<file path="src/verilog/astc_pkg.sv">
// Package: register map, field layout and timing constants for the start trigger block
`default_nettype none
package astc_pkg;

  // Register byte addresses (word aligned)
  localparam logic [3:0] ADDR_CTRL     = 4'h0;
  localparam logic [3:0] ADDR_EXPOSURE = 4'h4;
  localparam logic [3:0] ADDR_COMMAND  = 4'h8;
  localparam logic [3:0] ADDR_STATUS   = 4'hc;

  // Control field positions
  localparam int CTRL_MODE_ON    = 0;
  localparam int CTRL_SRC_SW     = 1;
  localparam int CTRL_LINE_SEL   = 2;
  localparam int CTRL_FALLING    = 3;
  localparam int CTRL_WIDTH_MODE = 4;
  localparam int CTRL_SEL_START  = 5;
  localparam int CTRL_RATE_EN    = 6;
  localparam logic [6:0] CTRL_RESET = 7'h21;

  // Command bits (write one to fire)
  localparam int CMD_FIRE   = 0;
  localparam int CMD_ARM    = 1;
  localparam int CMD_DISARM = 2;
  localparam int CMD_OVR_CLR = 3;

  // Status bit positions
  localparam int ST_WAITING  = 0;
  localparam int ST_EXPOSING = 1;
  localparam int ST_READOUT  = 2;
  localparam int ST_ARMED    = 3;
  localparam int ST_OVERTRIG = 4;
  localparam int ST_FRAMES   = 8;

  localparam logic [23:0] EXPOSURE_RESET = 24'h000bb8;

  // Timing: microsecond tick from the 200 MHz clock
  localparam int CLK_MHZ       = 200;
  localparam int TICK_US       = 1;
  localparam int TICK_CYCLES   = CLK_MHZ * TICK_US;
  localparam logic [7:0] TICK_LAST = 8'(TICK_CYCLES - 1);

  // Readout length of a frame in microsecond ticks
  // Kept short so a full readout fits in a bench run
  localparam logic [23:0] READOUT_US = 24'h000064;

  typedef enum logic [3:0]
  {
    ST_IDLE_S = 4'h1,
    ST_WAIT_S = 4'h2,
    ST_EXP_S  = 4'h4,
    ST_HOLD_S = 4'h8
  } astc_state_t;

  typedef struct packed
  {
    logic       rate_en;
    logic       sel_start;
    logic       width_mode;
    logic       falling;
    logic       line_sel;
    logic       src_sw;
    logic       mode_on;
  } astc_ctrl_t;

endpackage
`default_nettype wire

</file>
<file path="src/verilog/astc_trigger.sv">
// Acquisition start trigger controller with Avalon-MM register slave
// How it works
// - Software fire starts exposure only when mode on, software source, and waiting
// - Accepting a software trigger leaves the waiting state at exposure start
// - Waiting state returns by itself once a new trigger can be taken
// - Software fire while not waiting is dropped with no effect
// - Software fire counts only while selector names the acquisition start trigger
// - With a line source, the selected input line is the trigger
// - Rising or falling edge of the line chosen by a setting
// - Configured edge while waiting starts a frame acquisition
// - Edges while not waiting are ignored and start nothing
// - Exactly one frame per accepted trigger
// - Hardware triggering offers timed and trigger-width exposure
// - Timed mode exposes from the edge for the programmed time
// - Edge during running timed exposure is ignored and raises overtrigger while still armed
// - Width mode exposes until the opposite edge, extended until readout ends
//
// Decided for this implementation: the register offsets and the Avalon-MM register port.
`default_nettype none
module astc_trigger
(
  input  wire logic        mclk_i,
  input  wire logic        reset_i,
  input  wire logic [3:0]  avs_address_i,
  input  wire logic        avs_read_i,
  input  wire logic        avs_write_i,
  input  wire logic [31:0] avs_writedata_i,
  input  wire logic [3:0]  avs_byteenable_i,
  output logic      [31:0] avs_readdata_o,
  output logic             avs_waitrequest_o,
  input  wire logic [1:0]  external_frame_start_line_i,
  output logic             exposure_active_o,
  output logic             waiting_o,
  output logic             overtrigger_o,
  output logic             internal_rate_enable_o
);

  astc_pkg::astc_ctrl_t    ctrl;
  astc_pkg::astc_state_t   state;
  logic [23:0]             exposure_duration_value;
  logic [23:0]             exp_count;
  logic [23:0]             ro_count;
  logic [7:0]              tick_div;
  logic                    tick;
  logic                    armed;
  logic                    ovr_flag;
  logic [15:0]             frames;
  logic [1:0]              line_meta;
  logic [1:0]              line_sync;
  logic                    line_prev;
  logic                    line_now;
  logic                    active_edge;
  logic                    release_edge;
  logic                    host_fire_command;
  logic                    capture_arm_command;
  logic                    capture_disarm_command;
  logic                    ovr_clear;
  logic                    sw_start;
  logic                    hw_start;
  logic                    hw_ovr;
  logic                    bus_ack;
  logic                    wr_take;
  logic                    rd_take;

  // Address match for a register selected by byte address
  function automatic logic hit(input logic [3:0] a, input logic [3:0] r);
    hit = (a == r);
  endfunction

  // One wait cycle per access keeps read data registered
  // Read data load one edge early so they stand where waitrequest is low
  assign wr_take = avs_write_i & bus_ack;
  assign rd_take = avs_read_i & ~bus_ack;

  always_ff @(posedge mclk_i or posedge reset_i)
  begin
    if (reset_i)
      bus_ack <= 1'b0;
    else
      bus_ack <= (avs_read_i | avs_write_i) & ~bus_ack;
  end

  always_ff @(posedge mclk_i or posedge reset_i)
  begin
    if (reset_i)
      avs_waitrequest_o <= 1'b1;
    else
      avs_waitrequest_o <= ~((avs_read_i | avs_write_i) & ~bus_ack);
  end

  // Command strobes, one cycle each
  assign host_fire_command      = wr_take & hit(avs_address_i, astc_pkg::ADDR_COMMAND)
                                  & avs_byteenable_i[0] & avs_writedata_i[astc_pkg::CMD_FIRE];
  assign capture_arm_command    = wr_take & hit(avs_address_i, astc_pkg::ADDR_COMMAND)
                                  & avs_byteenable_i[0] & avs_writedata_i[astc_pkg::CMD_ARM];
  assign capture_disarm_command = wr_take & hit(avs_address_i, astc_pkg::ADDR_COMMAND)
                                  & avs_byteenable_i[0] & avs_writedata_i[astc_pkg::CMD_DISARM];
  assign ovr_clear              = wr_take & hit(avs_address_i, astc_pkg::ADDR_COMMAND)
                                  & avs_byteenable_i[0] & avs_writedata_i[astc_pkg::CMD_OVR_CLR];

  always_ff @(posedge mclk_i or posedge reset_i)
  begin
    if (reset_i)
      ctrl <= astc_pkg::CTRL_RESET;
    else if (wr_take && hit(avs_address_i, astc_pkg::ADDR_CTRL) && avs_byteenable_i[0])
      ctrl <= avs_writedata_i[6:0];
  end

  always_ff @(posedge mclk_i or posedge reset_i)
  begin
    if (reset_i)
      exposure_duration_value <= astc_pkg::EXPOSURE_RESET;
    else if (wr_take && hit(avs_address_i, astc_pkg::ADDR_EXPOSURE))
    begin
      if (avs_byteenable_i[0])
        exposure_duration_value[7:0] <= avs_writedata_i[7:0];
      if (avs_byteenable_i[1])
        exposure_duration_value[15:8] <= avs_writedata_i[15:8];
      if (avs_byteenable_i[2])
        exposure_duration_value[23:16] <= avs_writedata_i[23:16];
    end
  end

  always_ff @(posedge mclk_i or posedge reset_i)
  begin
    if (reset_i)
      avs_readdata_o <= 32'h00000000;
    else if (rd_take)
    begin
      if (hit(avs_address_i, astc_pkg::ADDR_CTRL))
        avs_readdata_o <= {25'h0000000, ctrl};
      else if (hit(avs_address_i, astc_pkg::ADDR_EXPOSURE))
        avs_readdata_o <= {8'h00, exposure_duration_value};
      else if (hit(avs_address_i, astc_pkg::ADDR_STATUS))
        avs_readdata_o <= {8'h00, frames, 3'h0, ovr_flag, armed,
                           (ro_count != 24'h000000), state == astc_pkg::ST_EXP_S
                           || state == astc_pkg::ST_HOLD_S,
                           state == astc_pkg::ST_WAIT_S};
      else
        avs_readdata_o <= 32'h00000000;
    end
  end

  // Two flops per line before any logic looks at it
  always_ff @(posedge mclk_i or posedge reset_i)
  begin
    if (reset_i)
    begin
      line_meta <= 2'h0;
      line_sync <= 2'h0;
    end
    else
    begin
      line_meta <= external_frame_start_line_i;
      line_sync <= line_meta;
    end
  end

  assign line_now = line_sync[ctrl.line_sel];

  // Selecting a new line may fake one edge; the state check limits the harm
  always_ff @(posedge mclk_i or posedge reset_i)
  begin
    if (reset_i)
      line_prev <= 1'b0;
    else
      line_prev <= line_now;
  end

  assign active_edge  = ctrl.falling ? (line_prev & ~line_now) : (~line_prev & line_now);
  assign release_edge = ctrl.falling ? (~line_prev & line_now) : (line_prev & ~line_now);

  // Microsecond tick divider
  always_ff @(posedge mclk_i or posedge reset_i)
  begin
    if (reset_i)
      tick_div <= 8'h00;
    else if (tick_div == astc_pkg::TICK_LAST)
      tick_div <= 8'h00;
    else
      tick_div <= tick_div + 8'h01;
  end

  assign tick = (tick_div == astc_pkg::TICK_LAST);

  // Start conditions
  assign sw_start = host_fire_command & ctrl.mode_on & ctrl.src_sw & ctrl.sel_start
                    & (state == astc_pkg::ST_WAIT_S);
  assign hw_start = active_edge & ctrl.mode_on & ~ctrl.src_sw
                    & (state == astc_pkg::ST_WAIT_S);
  assign hw_ovr   = active_edge & ctrl.mode_on & ~ctrl.src_sw & armed
                    & (state == astc_pkg::ST_EXP_S) & ~ctrl.width_mode;

  always_ff @(posedge mclk_i or posedge reset_i)
  begin
    if (reset_i)
      armed <= 1'b0;
    else if (capture_disarm_command)
      armed <= 1'b0;
    else if (capture_arm_command)
      armed <= 1'b1;
  end

  // Exposure state machine
  always_ff @(posedge mclk_i or posedge reset_i)
  begin
    if (reset_i)
      state <= astc_pkg::ST_IDLE_S;
    else
    begin
      case (state)
        astc_pkg::ST_IDLE_S:
          if (armed && ctrl.mode_on)
            state <= astc_pkg::ST_WAIT_S;
        astc_pkg::ST_WAIT_S:
          if (!armed || !ctrl.mode_on)
            state <= astc_pkg::ST_IDLE_S;
          else if (sw_start || hw_start)
            state <= astc_pkg::ST_EXP_S;
        astc_pkg::ST_EXP_S:
          // Software source always runs timed
          if (ctrl.width_mode && !ctrl.src_sw)
          begin
            if (release_edge)
              state <= (ro_count != 24'h000000) ? astc_pkg::ST_HOLD_S
                                                 : astc_pkg::ST_WAIT_S;
          end
          else if (tick && exp_count <= 24'h000001)
            state <= astc_pkg::ST_WAIT_S;
        astc_pkg::ST_HOLD_S:
          if (ro_count == 24'h000000)
            state <= astc_pkg::ST_WAIT_S;
        default:
          state <= astc_pkg::ST_IDLE_S;
      endcase
    end
  end

  // Exposure counter loads at start and counts ticks
  always_ff @(posedge mclk_i or posedge reset_i)
  begin
    if (reset_i)
      exp_count <= 24'h000000;
    else if (sw_start || hw_start)
      exp_count <= exposure_duration_value;
    else if (tick && exp_count != 24'h000000)
      exp_count <= exp_count - 24'h000001;
  end

  // Readout of the previous frame begins when its exposure ends
  always_ff @(posedge mclk_i or posedge reset_i)
  begin
    if (reset_i)
      ro_count <= 24'h000000;
    else if ((state == astc_pkg::ST_EXP_S || state == astc_pkg::ST_HOLD_S)
             && !exposure_next())
      ro_count <= astc_pkg::READOUT_US;
    else if (tick && ro_count != 24'h000000)
      ro_count <= ro_count - 24'h000001;
  end

  function automatic logic exposure_next();
    exposure_next = 1'b1;
    if (state == astc_pkg::ST_EXP_S && ctrl.width_mode && !ctrl.src_sw)
      exposure_next = ~(release_edge && ro_count == 24'h000000);
    else if (state == astc_pkg::ST_EXP_S)
      exposure_next = ~(tick && exp_count <= 24'h000001);
    else if (state == astc_pkg::ST_HOLD_S)
      exposure_next = (ro_count != 24'h000000);
  endfunction

  // Overtrigger: set wins over clear
  always_ff @(posedge mclk_i or posedge reset_i)
  begin
    if (reset_i)
      ovr_flag <= 1'b0;
    else if (hw_ovr)
      ovr_flag <= 1'b1;
    else if (ovr_clear)
      ovr_flag <= 1'b0;
  end

  always_ff @(posedge mclk_i or posedge reset_i)
  begin
    if (reset_i)
      overtrigger_o <= 1'b0;
    else
      overtrigger_o <= hw_ovr;
  end

  always_ff @(posedge mclk_i or posedge reset_i)
  begin
    if (reset_i)
      frames <= 16'h0000;
    else if (sw_start || hw_start)
      frames <= frames + 16'h0001;
  end

  always_ff @(posedge mclk_i or posedge reset_i)
  begin
    if (reset_i)
    begin
      exposure_active_o      <= 1'b0;
      waiting_o              <= 1'b0;
      internal_rate_enable_o <= 1'b0;
    end
    else
    begin
      exposure_active_o      <= (state == astc_pkg::ST_EXP_S || state == astc_pkg::ST_HOLD_S);
      waiting_o              <= (state == astc_pkg::ST_WAIT_S);
      // No internal generator here; the enable is passed on only while mode is off
      internal_rate_enable_o <= ctrl.rate_en & ~ctrl.mode_on;
    end
  end

endmodule
`default_nettype wire

</file>
<file path="config.mk">
export PLATFORM = sky130hd
export DESIGN_NAME = astc_trigger
export DESIGN_NICKNAME = d
export VERILOG_FILES = /design/src/verilog/astc_pkg.sv /design/src/verilog/astc_trigger.sv
export SDC_FILE = /design/constraint.sdc
export NUM_CORES = 1
export LEC_CHECK = 0
export BUFFER_PORTS_ARGS = -buffer_cell sky130_fd_sc_hd__buf_2
export CORE_UTILIZATION = 30
export DETAILED_ROUTE_END_ITERATION = 6
export SKIP_CTS_REPAIR_TIMING = 1
export SLEW_MARGIN = 10
export SYNTH_ARGS = -nofsm -noshare
export SYNTH_HDL_FRONTEND = slang
export SYNTH_SLANG_ARGS = --single-unit
</file>
<file path="constraint.sdc">
create_clock -name mclk_i -period 8.58 [get_ports mclk_i]
set_input_delay 0.858 -clock mclk_i [delete_from_list [all_inputs] [get_ports mclk_i]]
set_output_delay 0.858 -clock mclk_i [all_outputs]
set_load 0.02 [all_outputs]
</file>
# --- After elaboration in Yosys (flattened, before gate mapping) ---
# Index checks and enable logic that the tools add are counted.
totals:
  register_bits: 152
  in_bits: 46
  out_inout_bits: 37
  word_cells: 137
op_classes:
  addsub: 4
  magnitude_cmp: 2
  eq_ne: 13
  muxes: 28
  bitwise_logic: 32
  n_reduce_logical: 31
op_table:
  columns: ["operator", "n"]
  rows:
  - ["2-to-1 mux 24 bit", 7]
  - ["nonzero test 24 bit", 2]
  - ["subtractor 24 x 1 -> 24 bit, second input constant", 2]
  - ["2-to-1 mux 4 bit", 8]
  - ["less-or-equal comparator 24 x 1 -> 1 bit, second input constant", 1]
  - ["zero test 24 bit", 1]
  - ["bitwise AND 1 bit", 22]
  - ["adder 16 x 1 -> 16 bit, second input constant", 1]
  - ["case mux 4 bit (4 select lines)", 1]
  - ["equality test 4 bit, second input constant", 3]
  - ["logical AND 1 bit", 12]
  - ["2-to-1 mux 1 bit", 11]
  - ["NOT 1 bit", 9]
  - ["adder 8 x 1 -> 8 bit, second input constant", 1]
  - ["equality test 4 x 3 -> 1 bit, second input constant", 2]
  - ["equality test 8 bit, second input constant", 1]
  - ["2-to-1 mux 8 bit", 1]
  - ["nonzero test 2 bit", 4]
  - ["inequality test 3 bit, second input constant", 2]
  - ["AND reduction 2 bit", 3]
  - ["AND reduction 5 bit", 1]
  - ["equality test 4 x 1 -> 1 bit, second input constant", 1]
  - ["equality test 4 x 2 -> 1 bit, second input constant", 1]
  - ["zero test 1 bit", 4]
  - ["6 further kinds", 9]

# --- Depth between registers and ports, before layout ---
logic_depth:
  word_depth: 12
  ltp_mapped: 9
  ltp_nobuf: 8

# --- Worst setup path before layout ---
# OpenSTA, ideal clock, no wires.
synth_path:
  path_type: "input-to-reg"
  startpoint: "in avs_address_i[1]"
  endpoint: "reg frames[10]"
  setup_ps: 124
  t_arrival_ps: 2629
  required_ps: 8456
  slack_ps: 5827
  stages: 8
  n_path_buf: 2
  cell_sequence: "or3b_1 -> nor3_1 -> o2bb2ai_1 -> and3_1 -> clkbuf_1 -> clkbuf_1 -> nand3_1 -> xnor2_1"
synth_via:
  elab_chain_len: 9
synth_rtl:
  columns: ["element", "line", "text"]
  rows:
  - ["start: declaration", "astc_trigger.sv:24", "input wire logic [3:0] avs_address_i,"]
  - ["equality test 4 bit", "astc_trigger.sv:67", "hit = (a == r);"]
  - ["bitwise AND 1 bit", "astc_trigger.sv:92", "assign host_fire_command = wr_take & hit(avs_address_i, astc_pkg::ADDR_COMMAND)"]
  - ["bitwise AND 1 bit (2 in series)", "astc_trigger.sv:93", "& avs_byteenable_i[0] & avs_writedata_i[astc_pkg::CMD_FIRE];"]
  - ["bitwise AND 1 bit (3 in series)", "astc_trigger.sv:187", "assign sw_start = host_fire_command & ctrl.mode_on & ctrl.src_sw & ctrl.sel_start"]
  - ["bitwise AND 1 bit", "astc_trigger.sv:188", "& (state == astc_pkg::ST_WAIT_S);"]
  - ["logical OR 1 bit", "astc_trigger.sv:295", "else if (sw_start || hw_start)"]
  - ["end signal: assignment", "astc_trigger.sv:296", "frames <= frames + 16'h0001;"]
  - ["end: declaration", "astc_trigger.sv:47", "logic [15:0] frames;"]
# Every way passes these cells.
# A chain may end at the register's enable or synchronous reset.

# --- Final worst setup path ---
layout_path:
  startpoint: "reg ro_count[19]"
  endpoint: "reg ro_count[22]"
layout_via:
  elab_chain_len: 7
  elab_cells_between_ends: 14
  classes_between: "add/sub (1); mux (5); bitwise (1); reduce/logical (7)"
layout_rtl:
  columns: ["element", "line", "text"]
  rows:
  - ["start: declaration", "astc_trigger.sv:42", "logic [23:0] ro_count;"]
  - ["start signal: assignment", "astc_trigger.sv:257", "ro_count <= astc_pkg::READOUT_US;"]
  - ["start signal: assignment", "astc_trigger.sv:259", "ro_count <= ro_count - 24'h000001;"]
  - ["branches (longest 7 deep; another with subtractor 24 x 1 -> 24 bit)", null, null]
# Several ways; the timed one is not identified. The select of a mux whose other input is x is not followed.

==> summary.md <==
| Metric | Value |
|---|---|
| CTS tree | `yes` |
| Required @ worst endpoint | `8.89 ns` |
| CP Data Arrival Time | `3.32 ns` |
| Slew @ Worst Pin | `0.913 ns` |
| Routed Wire Length | `15.6 mm` |
| RSZ-0062 raised after global routing | `no` |
| CTS Buf Count | `17` |
| R2R cell count | `6` |
| Buf/Inv on CP | `0` |
| Startpoint Class | `register` |
| Detail Route Antenna Nets | `0` |
| DRC | `0` |
| EDFF count, synth | `0` |
| Top Ports | `83` |
| Peak supply drop | `0.137 mV` |
| Hold_sp | `line_meta[0]$_DFF_PP0_` |
| Die Y-Extent | `154 microns` |
| Final setup fails | `0` |
| Ratio of cells with drive above 1 in the final layout | `0.222` |
| Starting Density | `0.306` |
| Async SR Flop Fraction | `1.00` |
| Die width | `154 microns` |
| Final instance area | `8150 sq um` |
| Area growth syn-to-layout | `17.7%` |
| Clk pin slew, worst setup/hold paths | `0.06 ns` |
| WL/cell | `15.0 microns` |
| Pins Over Slew Limit | `0` |
| Cell variety after synth | `54` |
| Post-place instance area | `7550 sq um` |
| Filler cell count | `2237` |
| Multi-input logic area | `3130 sq um` |
| Power per cell area | `196 nW/um^2` |
| Synthesized area | `6920 sq um` |
| I/O Buffers | `65` |
| Critical path depth | `6` |
| Critical path's top delay family | `simple AND/OR/NAND/NOR gates` |
| Initial DRC count | `375` |
| Final GP Congestion | `0.781` |
| First-pass GRT wire length | `26.5 mm` |
| DRT Pass-1 Iters | `4` |
| DP HPWL | `10.8 mm` |
| Final min period | `3.01 ns` |
| Vias per cell | `4.95` |
| Worst-skew pair later-pin latency | `0.43 ns` |
| Main synth FF type | `dfrtp_1` |
| Global-route usage over all layers | `0.141` |
| Max-cap viol count | `0` |
| Worst path most repeated cell | `or4_4` |
| Clock skew | `0.0196 ns` |
| Most used routing layer | `met2` |
| CP max stage cell | `or4_4` |
| Hold Violations, Final | `0` |
| Reg2reg start | `ro_count[19]$_DFFE_PP0P_` |
| WS Path Type | `register to register` |
| Vias in the first global route | `5169` |
| Mean Syn Cell Area | `10.3 sq um` |
| Status | `finished, final reports clean` |
| Hold Path Class | `register to register` |
| Vias | `5131` |
| Crit path launch | `ro_count[19]$_DFFE_PP0P_` |
| Die Area | `23700 sq um` |
| Setup TNS | `0 ns` |
| Commonest non-fill, non-tap cell in the layout | `dfrtp_1` |
| Largest net degree at the start of global routing | `75` |
| Antenna diodes | `0` |
| Max FO, Critical Path | `27` |
| Max Buffers Root-to-Sink | `2` |
| Commonest cells after routing, fill and taps aside | `133 x dfrtp_1, 67 x nand2_1, 65 x buf_2` |
| GR Util met2 | `0.217` |
| GR Util met3 | `0.0293` |
| Post-Syn Instances | `673` |
| Setup crit end kind | `register` |
| Slew HR | `0.391` |
| Final #Nets | `791` |
| Hold Crit Depth | `0` |
| CTS root buf | `clkbuf_16` |
| CTS H-Tree Depth | `4` |
| Crit-path cells | `or4_4 > or4_4 > or3_4 > a21oi_4 > nor2b_1 > mux2_2` |
| Leak Pwr | `3.47 nW` |
| Final period util | `0.351` |
| Slowest stage delay, CP | `0.58 ns` |
| Standard-cell rows | `55` |
| Gr ovfl total | `0` |
| Met1 Use GR | `0.191` |
| Syn. warnings | `0` |
| Sinks on Clock Net | `144` |
| Register Area | `3620 sq um` |
| Core area | `22600 sq um` |
| Sequential fraction of the synthesis area | `0.523` |
| FF+latch count, synth | `144` |
| Max Fclk | `332 MHz` |
| Initial antenna violation count | `0` |
final timing paths:
path                                        endpoint  slack [ns]
max                         ro_count[22]$_DFFE_PP0P_        5.57
min                           line_sync[0]$_DFF_PP0_        0.35
max reg2reg                 ro_count[22]$_DFFE_PP0P_        5.57
min reg2reg                   line_sync[0]$_DFF_PP0_        0.35
max in group asynchronous  exp_count[14]$_DFFE_PP0P_        6.68
min in group asynchronous    overtrigger_o$_DFF_PP0_        0.52
metrics by stage:
| step | hold slack (ns) | cells | util | worst slack, ns | power, mW |
|---|---|---|---|---|---|
| 2_1_floorplan | 0.331 | 680 | - | 3.87 | 0.818 |
| 3_3_place_gp | 0.336 | 1005 | 0.333 | 5.42 | 0.858 |
| 3_5_place_dp | 0.339 | 1005 | 0.333 | 5.39 | 0.859 |
| 4_1_cts | 0.354 | 1037 | 0.360 | 5.54 | 1.61 |
| 5_1_grt | 0.355 | 1037 | 0.360 | 5.31 | 1.65 |
| 6_report | 0.350 | 1037 | 0.360 | 5.57 | 1.59 |
cells by family (layout without fill, tap and decap cells):
| logic type | Yosys count | count (layout) | share of synthesized area |
|---|---|---|---|
| flops | 144 | 144 | 0.523 |
| buf+inv | 46 | 118 | 0.0304 |
| xor+xnor | 59 | 59 | 0.0746 |
| compound gates | 114 | 114 | 0.102 |
| mux | 41 | 41 | 0.0658 |
| other cells | 1 | 8 | 0.000542 |
| fa+ha+maj | 6 | 6 | 0.0108 |
| simple gates | 262 | 262 | 0.194 |
cell type report:
class	count	share of cell area
Clock inverter	14	0.0197
Timing Repair Buffer	73	0.0473
Tap cell	285	0.0438
Multi-Input combinational cell	490	0.385
Sequential cell	144	0.444
Clock buffer	18	0.0539
Inverter	13	0.00661
where the power goes:
group	switching, mW	leakage (nW)	total [mW]	internal (mW)
clock network	0.307	0.285	0.747	0.440
registers	0.0330	1.80	0.749	0.716
logic	0.0570	1.39	0.0971	0.0401
state kept, by name, summed over array words and instances (netlist names), 2 cells and up:
| signal | cells |
|---|---|
| avs_readdata_o | 24 |
| exp_count | 24 |
| exposure_duration_value | 24 |
| ro_count | 24 |
| frames | 16 |
| tick_div | 8 |
| ctrl | 7 |
| state | 4 |
| line_meta | 2 |
| line_sync | 2 |
worst register-to-register path: stages (launching register included):
cell     delay, ns
dfrtp_1       0.42
or4_4         0.58
or4_4         0.54
or3_4         0.40
a21oi_4       0.57
nor2b_1       0.11
mux2_2        0.28
Yosys cell counts, types with 6 or more instances:
cell type	instances	area (sq um)
a21oi_1	16	80.1
a22oi_1	17	128
and3_1	7	43.8
buf_4	9	67.6
clkbuf_1	21	78.8
dfrtp_1	133	3330
dfstp_2	11	289
ha_1	6	75.1
inv_1	12	45.0
mux2_2	36	405
nand2_1	67	251
nand2b_1	12	75.1
nand3_1	19	95.1
nand4_1	11	68.8
nor2_1	53	199
nor2b_1	7	43.8
nor3_1	26	130
nor4_1	20	125
o21ai_0	49	245
or3_1	10	62.6
xnor2_1	40	350
xor2_1	19	166
layer usage:
| layer | part of all wire | vias up | routed length [microns] |
|---|---|---|---|
| li1 | - | 2510 | - |
| met1 | 0.48 | 2516 | 7480 |
| met2 | 0.47 | 92 | 7310 |
| met3 | 0.038 | 13 | 598 |
| met4 | 0.012 | 0 | 184 |
| met5 | 0 | - | 0 |
Note: power is estimated with default switching activity, not from simulation.
